--- src/common/sspi_defines.vh ---
// Constants for the synchronous serial SPI controller.
// Assumes inclusion by bare name from the design files.
`ifndef SSPI_DEFINES_VH
`define SSPI_DEFINES_VH
`define SSPI_MODE_SPI 2'h2
`define SSPI_CHAR_BITS 8
`define SSPI_FIFO_DEPTH 4
`define SSPI_FIFO_AW 2
`define SSPI_REF_MHZ 24
`define SSPI_SYS_MHZ 50
`define SSPI_SLV_MAX_MHZ 5
`define SSPI_PINSEL_SPI 4'h1
`define SSPI_RST_RATE 4'h0
`endif

--- src/design/sspi_ctrl.v ---
// Second synchronous serial unit, SPI personality with mode select and pin ownership.
// Assumes all inputs synchronous to CLK_SYS; the reference tick stands in for 24 MHz.
`timescale 1ns/1ns
`include "sspi_defines.vh"
// Notes on behaviour
// - Only one personality runs; SPI logic idles unless SPI mode is chosen.
// - DMA path exists only in SPI mode; FIFOs are flushed and take no writes outside SPI mode.
// - Software writes transmit characters and reads received ones through a data port.
// - Every SPI character is exactly eight bits.
// - SPI is active only when mode select equals two.
// - Master and slave roles both shift in and out together.
// - Master clock is programmable, at most 12 MHz.
// - Software picks clock idle polarity and sampling phase.
// - Software picks MSB-first or LSB-first shifting.
// - Active-low slave select input is honoured only in slave role.
// - Serial signals reach shared pins only when pin select grants them.
// - Master clock is 24 MHz over 2*(linear+1)*2^exponent.
// - Separate four-character transmit and receive FIFOs.
// - Master role bit set selects master, cleared selects slave.
module sspi_ctrl (
	input wire CLK_SYS,
	input wire RSTN,
	input wire REF_TICK,
	input wire [1:0] SERIAL_MODE_SELECT,
	input wire [3:0] PIN_FUNC_SEL,
	input wire MASTER_ROLE_BIT,
	input wire CLK_POL,
	input wire CLK_PHA,
	input wire LSB_FIRST,
	input wire [3:0] CLOCK_RATE_LINEAR,
	input wire [3:0] CLOCK_RATE_EXPONENT,
	input wire TX_WR,
	input wire [7:0] TX_DATA,
	input wire RX_RD,
	output wire [7:0] RX_DATA,
	input wire DMA_TX_VALID,
	input wire [7:0] DMA_TX_DATA,
	output wire DMA_TX_READY,
	output wire DMA_RX_VALID,
	input wire DMA_RX_READY,
	output wire TX_FREE,
	output wire TX_IDLE,
	output wire RX_VALID,
	output reg RX_OVERRUN_FF,
	output wire SPI_ACTIVE,
	output reg SCLK_OUT_FF,
	output wire SCLK_OE_N,
	input wire SCLK_IN,
	output reg MOSI_OUT_FF,
	output wire MOSI_OE_N,
	input wire MISO_IN,
	output reg MISO_OUT_FF,
	output wire MISO_OE_N,
	input wire MOSI_IN,
	input wire SLAVE_SELECT_IN_N
);
	localparam [1:0] ST_IDLE = 2'h0;
	localparam [1:0] ST_SHIFT = 2'h1;
	localparam [1:0] ST_DONE = 2'h2;
	localparam [1:0] ST_LOAD = 2'h3;
	reg [1:0] state_ff;
	reg [1:0] nxt_state;
	reg [19:0] div_ff;
	reg [7:0] tx_sh_ff;
	reg [7:0] rx_sh_ff;
	reg [3:0] half_ff;
	reg sclk_in_d_ff;
	wire spi_en;
	wire pins_ok;
	wire master;
	wire [19:0] div_limit;
	wire half_tick;
	wire tx_empty;
	wire tx_full;
	wire rx_empty;
	wire rx_full;
	wire [7:0] tx_head;
	wire tx_push;
	wire [7:0] tx_wdata;
	wire tx_pop;
	reg rx_push;
	wire [7:0] rx_char;
	wire sel_ok;
	wire s_edge;
	wire shift_ev;
	wire is_sample;
	wire is_change;

	assign spi_en = (SERIAL_MODE_SELECT == `SSPI_MODE_SPI);
	assign pins_ok = spi_en && (PIN_FUNC_SEL == `SSPI_PINSEL_SPI);
	assign master = MASTER_ROLE_BIT;
	assign SPI_ACTIVE = spi_en;

	// Half period counts 24 MHz ticks: (linear+1)*2^exp. Fastest is 12 MHz.
	assign div_limit = ({16'h0000, CLOCK_RATE_LINEAR} + 20'h00001) << CLOCK_RATE_EXPONENT;
	assign half_tick = REF_TICK && (div_ff + 20'h00001 >= div_limit);
	always @(posedge CLK_SYS or negedge RSTN) begin
		if (!RSTN) begin
			div_ff <= 20'h00000;
		end else if (state_ff != ST_SHIFT || !master) begin
			div_ff <= 20'h00000;
		end else if (REF_TICK) begin
			div_ff <= half_tick ? 20'h00000 : div_ff + 20'h00001;
		end
	end

	// DMA takes the transmit FIFO only when software is not writing in that cycle.
	assign DMA_TX_READY = spi_en && !tx_full && !TX_WR;
	assign tx_push = spi_en && (TX_WR || DMA_TX_VALID);
	assign tx_wdata = TX_WR ? TX_DATA : DMA_TX_DATA;
	assign DMA_RX_VALID = spi_en && !rx_empty;
	assign tx_pop = (state_ff == ST_IDLE) && !tx_empty && spi_en &&
		(master || !SLAVE_SELECT_IN_N);
	assign TX_FREE = !tx_full;
	assign TX_IDLE = tx_empty && (state_ff == ST_IDLE);
	assign RX_VALID = !rx_empty;

	sspi_fifo #(.WIDTH(`SSPI_CHAR_BITS), .AW(`SSPI_FIFO_AW)) u_txf (
		.clk(CLK_SYS), .rstn(RSTN), .flush(!spi_en), .push(tx_push), .wdata(tx_wdata),
		.pop(tx_pop), .rdata_ff(tx_head), .empty(tx_empty), .full(tx_full));
	sspi_fifo #(.WIDTH(`SSPI_CHAR_BITS), .AW(`SSPI_FIFO_AW)) u_rxf (
		.clk(CLK_SYS), .rstn(RSTN), .flush(!spi_en), .push(rx_push), .wdata(rx_char),
		.pop(RX_RD || (DMA_RX_READY && spi_en)), .rdata_ff(RX_DATA), .empty(rx_empty),
		.full(rx_full));

	// Slave edges come from the external clock sampled here; 50 MHz covers 5 MHz.
	assign sel_ok = !SLAVE_SELECT_IN_N;
	// A slave edge in the load cycle is lost, so the far master must wait after selecting.
	assign s_edge = (SCLK_IN != sclk_in_d_ff);
	assign shift_ev = master ? half_tick : s_edge;
	// Odd counts are leading edges; the phase decides which edge samples.
	assign is_sample = (half_ff[0] != CLK_PHA);
	assign is_change = (half_ff[0] == CLK_PHA) && (half_ff != 4'h0);
	assign rx_char = LSB_FIRST ? {rx_sh_ff[0], rx_sh_ff[1], rx_sh_ff[2], rx_sh_ff[3],
		rx_sh_ff[4], rx_sh_ff[5], rx_sh_ff[6], rx_sh_ff[7]} : rx_sh_ff;

	assign SCLK_OE_N = !(pins_ok && master);
	assign MOSI_OE_N = !(pins_ok && master);
	assign MISO_OE_N = !(pins_ok && !master && sel_ok);

	always @* begin
		nxt_state = state_ff;
		rx_push = 1'b0;
		case (state_ff)
			ST_IDLE: begin
				if (tx_pop) begin
					nxt_state = ST_LOAD;
				end
			end
			ST_LOAD: begin
				nxt_state = ST_SHIFT;
			end
			ST_SHIFT: begin
				if (shift_ev && half_ff == 4'h0) begin
					nxt_state = ST_DONE;
				end
			end
			ST_DONE: begin
				rx_push = 1'b1;
				nxt_state = ST_IDLE;
			end
			default: begin
				nxt_state = ST_IDLE;
			end
		endcase
		if (!spi_en) begin
			nxt_state = ST_IDLE;
		end
	end

	// Shift engine: 16 half periods per character, sample on one, change on the other.
	always @(posedge CLK_SYS or negedge RSTN) begin
		if (!RSTN) begin
			state_ff <= ST_IDLE;
			half_ff <= 4'h0;
			tx_sh_ff <= 8'h00;
			rx_sh_ff <= 8'h00;
			sclk_in_d_ff <= 1'b0;
			SCLK_OUT_FF <= 1'b0;
			MOSI_OUT_FF <= 1'b0;
			MISO_OUT_FF <= 1'b0;
			RX_OVERRUN_FF <= 1'b0;
		end else begin
			state_ff <= nxt_state;
			sclk_in_d_ff <= SCLK_IN;
			if (state_ff == ST_IDLE) begin
				SCLK_OUT_FF <= CLK_POL;
			end
			if (state_ff == ST_LOAD) begin
				half_ff <= 4'hF;
				if (CLK_PHA) begin
					tx_sh_ff <= tx_head;
				end else begin
					// Phase zero must show the first bit before the first edge.
					tx_sh_ff <= LSB_FIRST ? {1'b0, tx_head[7:1]} : {tx_head[6:0], 1'b0};
					MOSI_OUT_FF <= LSB_FIRST ? tx_head[0] : tx_head[7];
					MISO_OUT_FF <= LSB_FIRST ? tx_head[0] : tx_head[7];
				end
			end else if (state_ff == ST_SHIFT && shift_ev) begin
				if (master) begin
					SCLK_OUT_FF <= !SCLK_OUT_FF;
				end
				if (is_sample) begin
					rx_sh_ff <= {rx_sh_ff[6:0], master ? MISO_IN : MOSI_IN};
				end
				if (is_change) begin
					MOSI_OUT_FF <= LSB_FIRST ? tx_sh_ff[0] : tx_sh_ff[7];
					MISO_OUT_FF <= LSB_FIRST ? tx_sh_ff[0] : tx_sh_ff[7];
					tx_sh_ff <= LSB_FIRST ? {1'b0, tx_sh_ff[7:1]} : {tx_sh_ff[6:0], 1'b0};
				end
				if (half_ff != 4'h0) begin
					half_ff <= half_ff - 4'h1;
				end
			end
			if (rx_push && rx_full) begin
				RX_OVERRUN_FF <= 1'b1;
			end else if (RX_RD) begin
				RX_OVERRUN_FF <= 1'b0;
			end
		end
	end
endmodule

--- src/design/sspi_fifo.v ---
// Small character FIFO with registered read data.
// Assumes one clock; push ignored when full, pop ignored when empty.
`timescale 1ns/1ns
`include "sspi_defines.vh"
module sspi_fifo #(
	parameter WIDTH = 8,
	parameter AW = 2
) (
	input wire clk,
	input wire rstn,
	input wire flush,
	input wire push,
	input wire [WIDTH-1:0] wdata,
	input wire pop,
	output reg [WIDTH-1:0] rdata_ff,
	output wire empty,
	output wire full
);
	localparam [AW:0] DEPTH = {1'b1, {AW{1'b0}}};
	reg [WIDTH-1:0] mem [0:(1<<AW)-1];
	reg [AW-1:0] wp_ff;
	reg [AW-1:0] rp_ff;
	reg [AW:0] cnt_ff;
	wire do_push;
	wire do_pop;
	assign empty = (cnt_ff == {(AW+1){1'b0}});
	assign full = (cnt_ff == DEPTH);
	assign do_push = push && !full;
	assign do_pop = pop && !empty;
	always @(posedge clk) begin
		if (do_push) begin
			mem[wp_ff] <= wdata;
		end
	end
	always @(posedge clk or negedge rstn) begin
		if (!rstn) begin
			wp_ff <= {AW{1'b0}};
			rp_ff <= {AW{1'b0}};
			cnt_ff <= {(AW+1){1'b0}};
			rdata_ff <= {WIDTH{1'b0}};
		end else if (flush) begin
			wp_ff <= {AW{1'b0}};
			rp_ff <= {AW{1'b0}};
			cnt_ff <= {(AW+1){1'b0}};
		end else begin
			if (do_push) begin
				wp_ff <= wp_ff + 1'b1;
			end
			if (do_pop) begin
				rdata_ff <= mem[rp_ff];
				rp_ff <= rp_ff + 1'b1;
			end
			if (do_push && !do_pop) begin
				cnt_ff <= cnt_ff + 1'b1;
			end else if (do_pop && !do_push) begin
				cnt_ff <= cnt_ff - 1'b1;
			end
		end
	end
endmodule
--- config.mk ---
export PLATFORM = sky130hd
export DESIGN_NAME = sspi_ctrl
export DESIGN_NICKNAME = d
export VERILOG_FILES = /design/src/design/sspi_ctrl.v /design/src/design/sspi_fifo.v
export VERILOG_INCLUDE_DIRS = /design/src /design/src/common
export SDC_FILE = /design/constraint.sdc
export NUM_CORES = 1
export LEC_CHECK = 0
export BUFFER_PORTS_ARGS = -buffer_cell sky130_fd_sc_hd__buf_2
export CAP_MARGIN = 20
export CORE_MARGIN = 4
export CORE_UTILIZATION = 45
export CTS_CLUSTER_SIZE = 12
export DETAILED_ROUTE_END_ITERATION = 7
export HOLD_SLACK_MARGIN = 0.15
export PLACE_DENSITY_LB_ADDON = 0.12
export SYNTH_ARGS = -nofsm -noshare
export SYNTH_HDL_FRONTEND = slang
export SYNTH_SLANG_ARGS = --single-unit
--- constraint.sdc ---
create_clock -name CLK_SYS -period 5 [get_ports CLK_SYS]
set_clock_uncertainty 0.2 [all_clocks]
set_input_delay 0.75 -clock CLK_SYS [delete_from_list [all_inputs] [get_ports CLK_SYS]]
set_output_delay 0.75 -clock CLK_SYS [all_outputs]
set_load 0.01 [all_outputs]
## After elaboration in Yosys (flattened, before gate mapping)

Memory sizes are Yosys's and may differ from the RTL's. A register that Yosys moved wholly into a read port is not among the register bits.
Index checks and enable logic that the tools add are counted.

| storage, ports and cells | value |
|---|---|
| bits in registers | 60 |
| output and inout bits | 21 |
| word-level logic and storage cells | 165 |
| bits in read-only memories | 0 |
| memories kept | 2 |
| bits in latches | 0 |
| RAM bits | 64 |
| input bits | 45 |

| operators by class | value |
|---|---|
| $add $sub $neg | 11 |
| bitwise operators | 1 |
| equality and inequality tests | 20 |
| divide/modulo/power cells | 0 |
| multiply operators | 0 |
| order comparisons | 1 |
| mux-type cells | 51 |
| shifts and indexed selects | 1 |
| reduce and logical (&&, ||, !) cells | 63 |

Memories:

| name | depth | width | read ports | clocked after memory_dff | wr ports | RTL line | RTL |
|---|---|---|---|---|---|---|---|
| u_rxf.mem | 4 | 8 | 1 | 1 | 1 | sspi_fifo.v:20 | `reg [WIDTH-1:0] mem [0:(1<<AW)-1];` |
| u_txf.mem | 4 | 8 | 1 | 1 | 1 | sspi_fifo.v:20 |  |

Operators by type and width:

| kind | number |
|---|---|
| $mux W8 | 8 |
| $mux W20 | 3 |
| $logic_and A1 B1 Y1 | 26 |
| $mux W2 | 11 |
| $add A20 B1 Y20 const B | 1 |
| $ge A20 B20 Y1 | 1 |
| $shl A5 B4 Y20 | 1 |
| $mux W1 | 19 |
| $mux W3 | 6 |
| $logic_not A1 Y1 | 16 |
| $mux W4 | 3 |
| $ne A2 B1 Y1 const B | 5 |
| $reduce_and A2 Y1 | 5 |
| $reduce_bool A2 Y1 | 5 |
| $add A2 B1 Y2 const B | 4 |
| $pmux W2 S4 | 1 |
| $add A3 B1 Y3 const B | 2 |
| $eq A2 B2 Y1 const B | 3 |
| $eq A3 B3 Y1 const B | 2 |
| $logic_not A3 Y1 | 2 |
| $ne A3 B1 Y1 const B | 2 |
| $reduce_and A3 Y1 | 2 |
| $sub A3 B1 Y3 const B | 2 |
| $add A4 B1 Y5 const B | 1 |
| 13 further kinds | 17 |

## Depth between registers and ports, before layout

Gate-level depths: netlist (run 1).

| depth | value |
|---|---|
| word-level depth | 10 |
| gate-level depth with buffers | 17 |
| mapped depth without buffers | 16 |

## Hierarchy

A second synthesis (run 1) with hierarchy kept.

| unflattened totals | value |
|---|---|
| cells, all modules | 682 |
| area, all modules | 8,047.7 µm² |

Modules (own cells, without submodules):

| module | area each (µm²) | cells an instance | seq. area each (µm²) | times used |
|---|---|---|---|---|
| sspi_ctrl | 3,888.7 | 436 | 1,151.1 | 1 |
| sspi_fifo (u_rxf) | 2,093.3 | 123 | 1,336.3 | 1 |
| sspi_fifo (u_txf) | 2,065.7 | 123 | 1,336.3 | 1 |

## Least setup slack after synthesis (run 1)

OpenSTA, ideal clock, no wires.

| timing | value |
|---|---|
| path type | input-to-reg |
| start | input port CLOCK_RATE_LINEAR[0] |
| end | register rx_sh_ff[0] |
| arrival | 3.749 ns |
| path buffers | 0 |
| data required time | 4.675 ns |
| cell stages on the path | 16 |
| setup time | 0.125 ns |
| slack | 0.926 ns |
| path through | ha_1 > xor2_1 > nand2_1 > o21ai_0 > nand2_1 > o21ai_0 > mux2_2 > nand2_1 > ha_1 > nand4_1 > nor4_2 > nand2_1 > o211ai_2 > a31oi_2 > nor4b_4 > mux2_2 |

| between the ends | value |
|---|---|
| word-level cells in the longest chain between the ends | 7 |

RTL lines:

| element | RTL line | RTL |
|---|---|---|
| start, declared | sspi_ctrl.v:30 | `input wire [3:0] CLOCK_RATE_LINEAR,` |
| $add A4 B1 Y5 | sspi_ctrl.v:95 | `assign div_limit = ({16'h0000, CLOCK_RATE_LINEAR} + 20'h00001) << CLOCK_RATE_EXPONENT;` |
| $shl A5 B4 Y20 | sspi_ctrl.v:95 |  |
| $ge A20 B20 Y1 | sspi_ctrl.v:96 | `assign half_tick = REF_TICK && (div_ff + 20'h00001 >= div_limit);` |
| $logic_and A1 B1 Y1 | sspi_ctrl.v:96 |  |
| $mux W1 | sspi_ctrl.v:130 | `assign shift_ev = master ? half_tick : s_edge;` |
| $logic_and A1 B1 Y1 | sspi_ctrl.v:199 | `end else if (state_ff == ST_SHIFT && shift_ev) begin` |
| $reduce_and A3 Y1 (no line) | -- |  |
| end signal, assigned | sspi_ctrl.v:204 | `rx_sh_ff <= {rx_sh_ff[6:0], master ? MISO_IN : MOSI_IN};` |
| end, declared | sspi_ctrl.v:65 | `reg [7:0] rx_sh_ff;` |

No other way between the ends.
A chain may end at the register's enable or synchronous reset.

## Worst setup path in the final report (run 1)

| timing | value |
|---|---|
| start | register div_ff[0] |
| end | register rx_sh_ff[3] |

| between the ends | value |
|---|---|
| word-level cells in the longest chain between the ends | 6 |

RTL lines:

| element | RTL line | RTL |
|---|---|---|
| start, declared | sspi_ctrl.v:63 | `reg [19:0] div_ff;` |
| start signal, assigned | sspi_ctrl.v:103 | `div_ff <= half_tick ? 20'h00000 : div_ff + 20'h00001;` |
| $add A20 B1 Y20 | sspi_ctrl.v:96 |  |
| $ge A20 B20 Y1 | sspi_ctrl.v:96 |  |
| $logic_and A1 B1 Y1 | sspi_ctrl.v:96 |  |
| $mux W1 | sspi_ctrl.v:130 |  |
| $logic_and A1 B1 Y1 | sspi_ctrl.v:199 |  |
| $reduce_and A3 Y1 (no line) | -- |  |

No other way between the ends.

==> run metrics, run 1 <==
FF+latch count, synth=140; CP Class=flop to flop; routability cong.=0.855; drt wl/cell=between 15 and 20 µm; R2R setup slack=around 0.61 ns; via count=just over 5000; GR Util All Layers=0.174; Die Y=roughly 140 µm; row count=47; Worst Setup EP=rx_sh_ff[3]$_DFFE_PN0P_; Max IR drop VDD=about 0.00026 V; I/O Buffers=65; post-route setup TNS=0 ns; top cells by area, synth=edfxtp_1, dfrtp_1, mux2_2; max_cap viols=0; # Post-CTS Setup Buffers=0; leakage=roughly 0.0037 µW; Post-DP HPWL=11100 µm; H-tree depth=4; cts repair resizes=0; worst slew pin tran=0.822 ns; GRT overflow=0; clock sinks=140; Reg2Reg Launch Point=div_ff[0]$_DFFE_PN0P_; EDFF count, synth=64; Hold Path Class=primary input to flop; RSZ-0062 raised after global routing=no; Final Hold Slack=~0.27 ns; # hold bufs at CTS=1; pwr/cell area=356 mW/mm²; endpoints failing setup=0; Crit. End Element=flop; Mapped Nets=730; Area growth, synth to finish=15.0%; Hold Fails Final Rpt=0; vias per inst=around 5.4; DR iter-0 viols=around 330; Final Cycle Share=0.879; maximum clock frequency=around 0.23 GHz; wirelength, routed=15400 µm; Avg Cell Area, Syn=between 10 and 15 µm²; synthesized area=roughly 0.0075 mm²; DRC=0; dpl cells=approximately 900; Post-synth ARST share=0.543; # IOs=66; n_diodes=0; CTS buffer count=17; vias in the first global route=between 5000 and 6000; final net count=790; top cell type by total area after synthesis=edfxtp_1; startpoint types=flop; first-pass GRT wire length=between 20000 and 30000 µm; Filler cells=between 1000 and 1500; Mapped Cells=~650; fin cells=between 900 and 1000; initial antenna violation count=1; CTS tree=built; core area=0.0165 mm²; Clock Path Buffers=2; share of layout cells above drive strength 1=0.242; first-pass detailed-route iteration total=4; largest net degree at the start of global routing=47; Die Span X=approximately 140 µm; Netlist cell types=48; Slew Viols, Final=0; critical path arrival=roughly 4.5 ns; Yosys warnings=0; fin crit period=~4.4 ns; Worst Path Required=roughly 5.1 ns; worst-skew pair later-pin latency=between 0.4 and 0.5 ns; Final ANT Viol Nets=0; R2R depth=13; die area=0.0189 mm²; status=complete, no violations; clk slew on worst S/H paths=roughly 0.060 ns; Worst R2R End=rx_sh_ff[3]$_DFFE_PN0P_; Synth top area share=0.255; slew margin rel.=0.449; CP Max Fanout=8; post-synthesis sequential area ratio=0.508; Initial Util=0.457; Main synth FF type=dfrtp_1; critical path launch point=div_ff[0]$_DFFE_PN0P_; Root Buffer=clkbuf_16
[cell usage in the layout, fill, tap and decap left out, types with 8 or more instances in the layout]
cell | Yosys | layout
a21oi_1 | 33 | 33
and3_1 | 12 | 12
nand3_1 | 20 | 20
buf_2 | 1 | 64
mux2i_1 | 15 | 15
a22o_1 | 17 | 17
xnor2_1 | 19 | 19
mux4_2 | 17 | 17
xor2_1 | 12 | 12
ha_1 | 36 | 36
and2_1 | 8 | 8
dfrtp_1 | 76 | 76
buf_4 | 2 | 8
nor3_1 | 12 | 12
nor2_1 | 51 | 51
o21ai_0 | 32 | 32
inv_1 | 22 | 22
nand2_1 | 52 | 52
mux2_2 | 46 | 46
clkbuf_16 | 0 | 17
edfxtp_1 | 64 | 64
[how the worst min path moves through the flow]
stage / start / end / cells after the start
2_1_floorplan: RSTN / MISO_OUT_FF$_DFFE_PN0P_ / 0
3_3_place_gp: SCLK_OUT_FF$_DFF_PN0_ / SCLK_OUT_FF$_DFF_PN0_ / 1
3_5_place_dp: SCLK_OUT_FF$_DFF_PN0_ / SCLK_OUT_FF$_DFF_PN0_ / 1
4_1_cts: SCLK_IN / sclk_in_d_ff$_DFF_PN0_ / 1
5_1_grt: SCLK_IN / sclk_in_d_ff$_DFF_PN0_ / 1
6_report: SCLK_IN / sclk_in_d_ff$_DFF_PN0_ / 1
[area by class of cell]
type | instances | area, µm² | area share
Sequential cell | 140 | 3820 | 0.442
Tap cell | 220 | 275 | 0.0318
Inverter | 23 | 86.3 | 0.00997
Timing Repair Buffer | 73 | 390 | 0.0451
Clock buffer | 17 | 425 | 0.0491
Multi-Input combinational cell | 452 | 3490 | 0.403
Clock inverter | 15 | 169 | 0.0195
[stage by stage]
| stage | utilization | area [µm²] | power (µW) | worst slack [ns] |
|---|---|---|---|---|
| floorplan | - | 7530 | 1690 | 0.926 |
| global placement | 0.489 | 8050 | 1820 | 0.497 |
| detailed placement | 0.489 | 8050 | 1840 | 0.262 |
| CTS | 0.525 | 8650 | 3120 | 0.576 |
| global route | 0.526 | 8660 | 3230 | 0.265 |
| finish | 0.526 | 8660 | 3090 | 0.607 |
[state kept, by name, indices dropped and copies added, names as in the netlist, 3 cells and up]
name            cells
u_rxf.mem          32
u_txf.mem          32
div_ff             20
rx_sh_ff            8
tx_sh_ff            8
u_rxf.rdata_ff      8
u_txf.rdata_ff      8
half_ff             4
u_rxf.cnt_ff        3
u_txf.cnt_ff        3
[where the power goes]
part           total, µW  switching (µW)  internal [µW]
Clock               1270             558            712
Sequential          1390            85.1           1300
Combinational        427             223            203
Total               3090             866           2220
[cells by family after synthesis]
| kind of cell | after synthesis | synth area share |
|---|---|---|
| flip-flops | 140 | 0.508 |
| XOR/XNOR | 31 | 0.0361 |
| AND/OR/NAND/NOR | 186 | 0.121 |
| AO/OA/AOI/OAI | 119 | 0.102 |
| adder cells (fa/ha/maj) | 38 | 0.0652 |
| multiplexers | 78 | 0.140 |
| buffers and inverters | 55 | 0.0286 |
[synth_stat cells (all sizes together), types with 15 or more instances]
cell type	n
a22o	17
mux4	17
dfrtp	76
edfxtp	64
xnor2	19
o21ai	32
ha	36
clkbuf	24
nand3	20
nand2	52
mux2i	15
a21oi	33
mux2	46
inv	22
nor2	51
[metal layers]
| metal | vias to the layer above | track usage | share of wire |
|---|---|---|---|
| met4 | 2 | 0.0660 | 0.021 |
| met5 | - | 0 | 0.00045 |
| met3 | 24 | 0.0402 | 0.035 |
| li1 | 2498 | - | - |
| met2 | 95 | 0.292 | 0.50 |
| met1 | 2498 | 0.219 | 0.44 |
[worst max-delay path: stages (launching register included)]
cell and delay, ns:
dfrtp_1 0.46, ha_1 0.27, nand3_1 0.16, nor2_1 0.43, nand4_1 0.19, xnor2_1 0.20, ha_1 0.34, nand4_2 0.11
nor4_2 0.34, nand2_1 0.13, o211ai_2 0.31, a31oi_2 0.18, nor4b_4 0.56, mux2_2 0.40
Note: power is estimated with default switching activity, not from simulation.
==> inputs of run 2 (changes only) <==
- CTS_CLUSTER_SIZE: 12 -> 30
- SYNTH_HIERARCHICAL: not set -> 1
==> run 2 against run 1 <==
Net effect: core utilization shrank 0.24 points; register-to-register slack lost 0.26 ns; largest power group unchanged; final area grew 5.3%; sequential share of layout area shrank 2.2 points; first-iteration DRC count shrank 4.5%; via count grew 3.9%; worst hold slack gained 0.025 ns; die area grew 6.5%.
==> run metrics, run 2 <==
Die Span X=142 µm (was 137 µm); post-route setup TNS=0 ns (unchanged); Root Buffer=clkbuf_16 (unchanged); top cell type by total area after synthesis=edfxtp_1 (unchanged); Area growth, synth to finish=13.3% (was 15.0%); Hold Fails Final Rpt=0 (unchanged); Worst R2R End=rx_sh_ff[3]$_DFFE_PN0P_ (unchanged); Slew Viols, Final=0 (unchanged); status=complete, no violations (unchanged); Reg2Reg Launch Point=div_ff[0]$_DFFE_PN0P_ (unchanged); GRT overflow=0 (unchanged); Mapped Nets=765 (was 730); Post-DP HPWL=11500 µm (was 11100 µm); Final Cycle Share=0.930 (was 0.879); cts repair resizes=0 (unchanged); Netlist cell types=76 (was 48); final net count=819 (was 790); largest net degree at the start of global routing=77 (was 47); vias in the first global route=5391 (was 5173); count leader, synth=dfrtp_1 (unchanged); first-pass GRT wire length=26400 µm (was 25500 µm); most common cell after layout, fill and taps aside=dfrtp_1 (unchanged); worst slew pin tran=0.800 ns (was 0.822 ns); DR iter-0 viols=316 (was 331); # Post-CTS Setup Buffers=0 (unchanged); FF+latch count, synth=140 (unchanged); commonest cells after routing, fill and taps aside=dfrtp_1, buf_2, edfxtp_1 (unchanged); dpl cells=939 (was 906); # IOs=66 (unchanged); Worst Setup EP=rx_sh_ff[3]$_DFFE_PN0P_ (unchanged); clock sinks=140 (unchanged); endpoints failing setup=0 (unchanged); Flop pwr share=0.445 (was 0.450); Post-synth ARST share=0.543 (unchanged); Yosys warnings=6 (was 0); maximum clock frequency=0.215 GHz (was 0.228 GHz); pwr/cell area=317 mW/mm² (was 356 mW/mm²); critical path launch point=div_ff[0]$_DFFE_PN0P_ (unchanged); EDFF count, synth=64 (unchanged); slew margin rel.=0.466 (was 0.449); top cells by area, synth=edfxtp_1, dfrtp_1, mux2_2 (unchanged); max_cap viols=0 (unchanged); commonest cells in the synthesized netlist=dfrtp_1, edfxtp_1, nand2_1 (unchanged); Worst Path Required=5.10 ns (was 5.11 ns); share of layout cells above drive strength 1=0.271 (was 0.242); Psw=705 µW (was 866 µW); Crit. End Element=flop (unchanged); routability cong.=0.855 (about the same); post-synthesis sequential area ratio=0.475 (was 0.508); critical path arrival=4.74 ns (was 4.50 ns); CTS buffer count=17 (unchanged); H-tree depth=4 (unchanged); biggest regs=u_rxf/mem (32), u_txf/mem (32), div_ff (20) (was u_rxf.mem (32), u_txf.mem (32), div_ff (20)); R2R depth=14 (was 13); fin cells=974 (was 940); synthesized area=0.00805 mm² (was 0.00753 mm²); GR Util All Layers=0.163 (was 0.174); I/O Buffers=65 (unchanged); worst-skew pair later-pin latency=0.42 ns (was 0.43 ns); Mapped Cells=682 (was 647); combinational share of power=0.109 (was 0.138); CTS tree=built (unchanged); DRC=0 (unchanged); die area=0.0201 mm² (was 0.0189 mm²); Max IR drop VDD=0.000319 V (was 0.000257 V); drt wl/cell=16.4 µm (about the same); Avg Cell Area, Syn=11.8 µm² (was 11.6 µm²); Die Y=142 µm (was 137 µm); Synth top area share=0.239 (was 0.255); startpoint types=flop (unchanged); core area=0.0174 mm² (was 0.0165 mm²); via count=5315 (was 5117); Clk pwr share=0.447 (was 0.411); row count=48 (was 47); fin crit period=4.65 ns (was 4.39 ns); internal power=2190 µW (was 2220 µW); Final Power=2890 µW (was 3090 µW); Initial Util=0.462 (was 0.457); RSZ-0062 raised after global routing=no (unchanged); n_diodes=0 (unchanged); CP Max Fanout=9 (was 8); vias per inst=5.46 (was 5.44); Main synth FF type=dfrtp_1 (unchanged); clk slew on worst S/H paths=0.06 ns (about the same); Final ANT Viol Nets=0 (unchanged); Switching Share=0.244 (was 0.281); leakage=0.00387 µW (was 0.00371 µW); Clock Path Buffers=2 (unchanged); initial antenna violation count=0 (was 1); first-pass detailed-route iteration total=5 (was 4); CP Class=flop to flop (unchanged); Hold Path Class=flop to flop (was primary input to flop); R2R setup slack=0.35 ns (was 0.61 ns); wirelength, routed=15900 µm (was 15400 µm)
==> run 2: changes by cell type after synthesis, sizes merged, moves of 4 or more <==
cell / change
mux2: +9
o22ai: -5
a22o: -8
xnor2: -6
a21oi: -12
nor2: -14
buf: +12
clkbuf: -4
mux2i: +6
nor4: +5
nand3b: +4
o21ai: +15
inv: +10
==> run 2: worst min-delay path by stage <==
stage | from | endpoint | slack (ns) | cells past startpoint
detailed placement | SCLK_OUT_FF$_DFF_PN0_ | SCLK_OUT_FF$_DFF_PN0_ | 0.28 | 1
global placement | u_rxf/rdata_ff[6]$_DFFE_PN0P_ | u_rxf/rdata_ff[6]$_DFFE_PN0P_ | 0.28 | 1
global route | SCLK_IN | sclk_in_d_ff$_DFF_PN0_ | 0.29 | 1
CTS | SCLK_IN | sclk_in_d_ff$_DFF_PN0_ | 0.28 | 1
floorplan | RSTN | MISO_OUT_FF$_DFFE_PN0P_ | 0.25 | 0
finish | SCLK_OUT_FF$_DFF_PN0_ | SCLK_OUT_FF$_DFF_PN0_ | 0.29 | 1
==> run 2: layer usage <==
layer | vias to the layer above | wire length [µm] | track usage
li1 | 2614 | - | -
met1 | 2601 | 7340 | 0.216
met2 | 89 | 7830 | 0.268
met3 | 11 | 599 | 0.0357
met4 | 0 | 172 | 0.0500
met5 | - | 0 | 0
==> run 2: metrics by stage <==
stage	setup WS [ns]	util	hold slack [ns]	cell area, µm²
after floorplan	0.725	-	0.254	8050
after global placement	0.511	0.486	0.285	8460
after detailed placement	0.358	0.486	0.278	8460
after CTS	0.338	0.521	0.280	9070
after global routing	0.0393	0.523	0.288	9120
final	0.351	0.523	0.291	9120
==> run 2: cells by family after synthesis <==
family | share of synthesized area
compound gates | 0.109
xor+xnor | 0.0294
fa+ha+maj | 0.0609
buf+inv | 0.0482
flops | 0.475
mux | 0.152
simple gates | 0.126
==> run 2: area by class of cell <==
cell class	count	area (µm²)
clock inverter	15	183
tap	225	282
inverter	34	138
multi-input combinational	468	3840
sequential	140	3820
clock buffer	17	425
fill	1502	8300
timing repair buffer	75	429
==> run 2: repair_timing <==
action / in CTS / in global routing
setup endpoints to repair: 0 / 0
hold buffers: 0 / 1
endpoints found under the hold margin: 0 / 23
==> run 2: power by group through the flow <==
| stage | clock network (µW) | logic, µW | registers, µW |
|---|---|---|---|
| 2_1_floorplan | 0 | 205 | 1310 |
| 3_3_place_gp | 0 | 302 | 1310 |
| 6_report | 1290 | 314 | 1290 |
| 3_5_place_dp | 0 | 314 | 1310 |
| 5_1_grt | 1370 | 350 | 1290 |
| 4_1_cts | 1320 | 315 | 1290 |
==> run 2: critical path: stages, from the launching register on <==
cell	delay, ns
dfrtp_1	0.42
ha_1	0.30
inv_1	0.08
nor3_1	0.45
and3_1	0.33
and4_1	0.26
and2_1	0.17
xor2_1	0.07
ha_1	0.31
and4_4	0.23
nand4_4	0.12
o211ai_2	0.53
o21bai_4	0.16
a211oi_4	0.48
mux2_2	0.40
==> inputs of run 3 (changes only) <==
==> constraint.sdc (replaced) <==
create_clock -name CLK_SYS -period 5 [get_ports CLK_SYS]
set_clock_uncertainty 0.2 [all_clocks]
set_input_delay 0 -clock CLK_SYS [delete_from_list [all_inputs] [get_ports CLK_SYS]]
set_output_delay 0 -clock CLK_SYS [all_outputs]
set_load 0.01 [all_outputs]
==> run 3 against run 2 <==
Net effect: first-iteration DRC count is 22% lower; total power is 4.7% higher; worst hold slack got worse by 0.097 ns; die area stayed put; global-route usage rose by 0.78 points; sequential cell count unchanged; non-clock buffer count is 40 higher; critical path depth increased by 1; sequential share of layout area is 2.0 points lower; routed wire length rose by 4.3%; critical path type unchanged.
==> run metrics, run 3 (same netlist as run 2, synthesis figures left out) <==
final net count=859 (was 819); status=complete, no violations (unchanged); Die Y=142 µm (unchanged); max_cap viols=0 (unchanged); Area growth, synth to finish=19.1% (was 13.3%); vias in the first global route=5602 (was 5391); Slew Viols, Final=0 (unchanged); clk slew on worst S/H paths=0.06 ns (about the same); core area=0.0174 mm² (unchanged); share of layout cells above drive strength 1=0.256 (was 0.271); Switching Share=0.233 (was 0.244); Hold Fails Final Rpt=0 (unchanged); CP Max Fanout=9 (unchanged); Initial Util=0.462 (unchanged); Clk pwr share=0.462 (was 0.447); row count=48 (unchanged); routability cong.=0.856 (was 0.855); post-route setup TNS=0 ns (unchanged); CTS tree=built (unchanged); worst-skew pair later-pin latency=0.41 ns (was 0.42 ns); endpoints failing setup=0 (unchanged); Final Cycle Share=0.936 (was 0.930); GRT overflow=0 (unchanged); Worst Path Required=5.15 ns (was 5.10 ns); biggest regs=u_rxf/mem (32), u_txf/mem (32), div_ff (20) (unchanged); largest stage delay on the critical path=0.57 ns (was 0.53 ns); CTS buffer count=17 (unchanged); DRC=0 (unchanged); first-pass GRT wire length=27500 µm (was 26400 µm); Filler cells=1447 (was 1502); commonest cells after routing, fill and taps aside=dfrtp_1, buf_2, edfxtp_1 (unchanged); dpl cell area=0.00844 mm² (was 0.00846 mm²); R2R depth=15 (was 14); R2R setup slack=0.32 ns (was 0.35 ns); critical path arrival=4.82 ns (was 4.74 ns); startpoint types=flop (unchanged); n_diodes=0 (unchanged); Post-DP HPWL=11600 µm (was 11500 µm); dpl cells=937 (was 939); Critical Path, Cell by Cell=ha_1, inv_1, nor3_2, and3_1, and4_1, and2_1, xor2_1, ha_1, and4_4, nand4_4, o211ai_4, o21bai_4, a211oi_1, mux2i_1, dlygate4sd3_1 (was ha_1, inv_1, nor3_1, and3_1, and4_1, and2_1, xor2_1, ha_1, and4_4, nand4_4, o211ai_2, o21bai_4, a211oi_4, mux2_2); drt wl/cell=16.4 µm (about the same); Crit-path slowest cell=dlygate4sd3_1 (was o211ai_2); maximum clock frequency=0.214 GHz (was 0.215 GHz); Worst R2R End=SCLK_OUT_FF$_DFF_PN0_ (was rx_sh_ff[3]$_DFFE_PN0P_); Reg2Reg Launch Point=div_ff[0]$_DFFE_PN0P_ (unchanged); H-tree depth=4 (unchanged); Crit. End Element=flop (unchanged); Hold Path Origin=PIN_FUNC_SEL[3] (was SCLK_OUT_FF$_DFF_PN0_); Hold Crit Depth=4 (was 1); worst slack, placed=0.250 ns (was 0.358 ns); die area=0.0201 mm² (unchanged); Psw=706 µW (was 705 µW); clock sinks=140 (unchanged); largest net degree at the start of global routing=74 (was 77); internal power=2320 µW (was 2190 µW); setup ws final=0.322 ns (was 0.351 ns); slew margin rel.=0.470 (was 0.466); Hold Path Class=primary input to output pin (was flop to flop); # IOs=66 (unchanged); CP Class=flop to flop (unchanged); Flop pwr share=0.424 (was 0.445); first-pass detailed-route iteration total=4 (was 5); Max IR drop VDD=0.000258 V (was 0.000319 V); RSZ-0062 raised after global routing=no (unchanged); fin crit period=4.68 ns (was 4.65 ns); via count=5574 (was 5315); final non-filler cell area=0.00958 mm² (was 0.00912 mm²); combinational share of power=0.114 (was 0.109); Worst path most repeated cell=ha_1 (unchanged); worst slew pin tran=0.795 ns (was 0.800 ns); initial antenna violation count=0 (unchanged); DR iter-0 viols=246 (was 316); fin cells=1014 (was 974); Die Span X=142 µm (unchanged); Clock Path Buffers=2 (unchanged); wirelength, routed=16600 µm (was 15900 µm); pwr/cell area=316 mW/mm² (was 317 mW/mm²); leakage=0.00405 µW (was 0.00387 µW); Worst Hold Path EP=SCLK_OE_N (was SCLK_OUT_FF$_DFF_PN0_); GR Util All Layers=0.171 (was 0.163); Final ANT Viol Nets=0 (unchanged); most common cell after layout, fill and taps aside=dfrtp_1 (unchanged); vias per inst=5.50 (was 5.46); Root Buffer=clkbuf_16 (unchanged); I/O Buffers=65 (unchanged)
-- run 3: power by group through the flow --
stage / combinational [µW] / clock, µW / sequential, µW
2_1_floorplan: 205 / 0 / 1310
3_3_place_gp: 303 / 0 / 1310
3_5_place_dp: 315 / 0 / 1310
4_1_cts: 343 / 1430 / 1290
5_1_grt: 384 / 1480 / 1290
6_report: 344 / 1400 / 1290
-- run 3: worst max-delay path, delay by kind of cell, from the launching register on --
kind / cells / cell delay, ns
and+or+nand+nor: 6 / 1.45
AOI/OAI and AO/OA: 3 / 0.95
buffers and inverters: 2 / 0.67
adders and majority gates: 2 / 0.61
DFF: 1 / 0.43
muxes: 1 / 0.23
xor gates and xnor gates: 1 / 0.09
-- run 3: repair_timing --
action | CTS | global route
buffers inserted | 0 | 0
gates resized for setup | 0 | 2
hold buffers | 42 | 0
endpoints found under the hold margin | 203 | 0
endpoints found under the setup margin | 0 | 7
-- run 3: area by class of cell --
cell class,count,area [µm²],share of cell area
clock buffers,20,447,0.0466
clock inverters,12,210,0.0219
inverters,34,138,0.0144
multi-input cells,468,3850,0.402
flip-flops and latches,140,3820,0.399
well taps,225,282,0.0294
repair buffers,115,832,0.0868
-- run 3: how the worst max path moves through the flow --
stage                               start                      end  slack [ns]  depth (start not counted)
detailed placement  div_ff[0]$_DFFE_PN0P_   div_ff[19]$_DFFE_PN0P_        0.25                         15
global route        div_ff[0]$_DFFE_PN0P_    SCLK_OUT_FF$_DFF_PN0_        0.04                         15
floorplan           div_ff[0]$_DFFE_PN0P_  rx_sh_ff[0]$_DFFE_PN0P_        0.73                         14
CTS                 div_ff[0]$_DFFE_PN0P_    SCLK_OUT_FF$_DFF_PN0_        0.11                         15
global placement    div_ff[0]$_DFFE_PN0P_   div_ff[19]$_DFFE_PN0P_        0.37                         15
finish              div_ff[0]$_DFFE_PN0P_    SCLK_OUT_FF$_DFF_PN0_        0.32                         15
-- run 3: metrics by stage --
step	util	total power (µW)	hold WS, ns
after floorplan	-	1520	-0.496
after global placement	0.485	1610	-0.0393
after detailed placement	0.485	1620	-0.0357
after CTS	0.547	3060	0.179
after global routing	0.550	3150	0.208
final	0.550	3030	0.194
-- run 3: routing by layer --
metal / track usage / wire length (µm) / share of wire
met1: 0.222 / 7540 / 0.45
met2: 0.288 / 8310 / 0.50
met3: 0.0344 / 612 / 0.037
met4: 0.0515 / 170 / 0.010
met5: 0 / 0 / 0
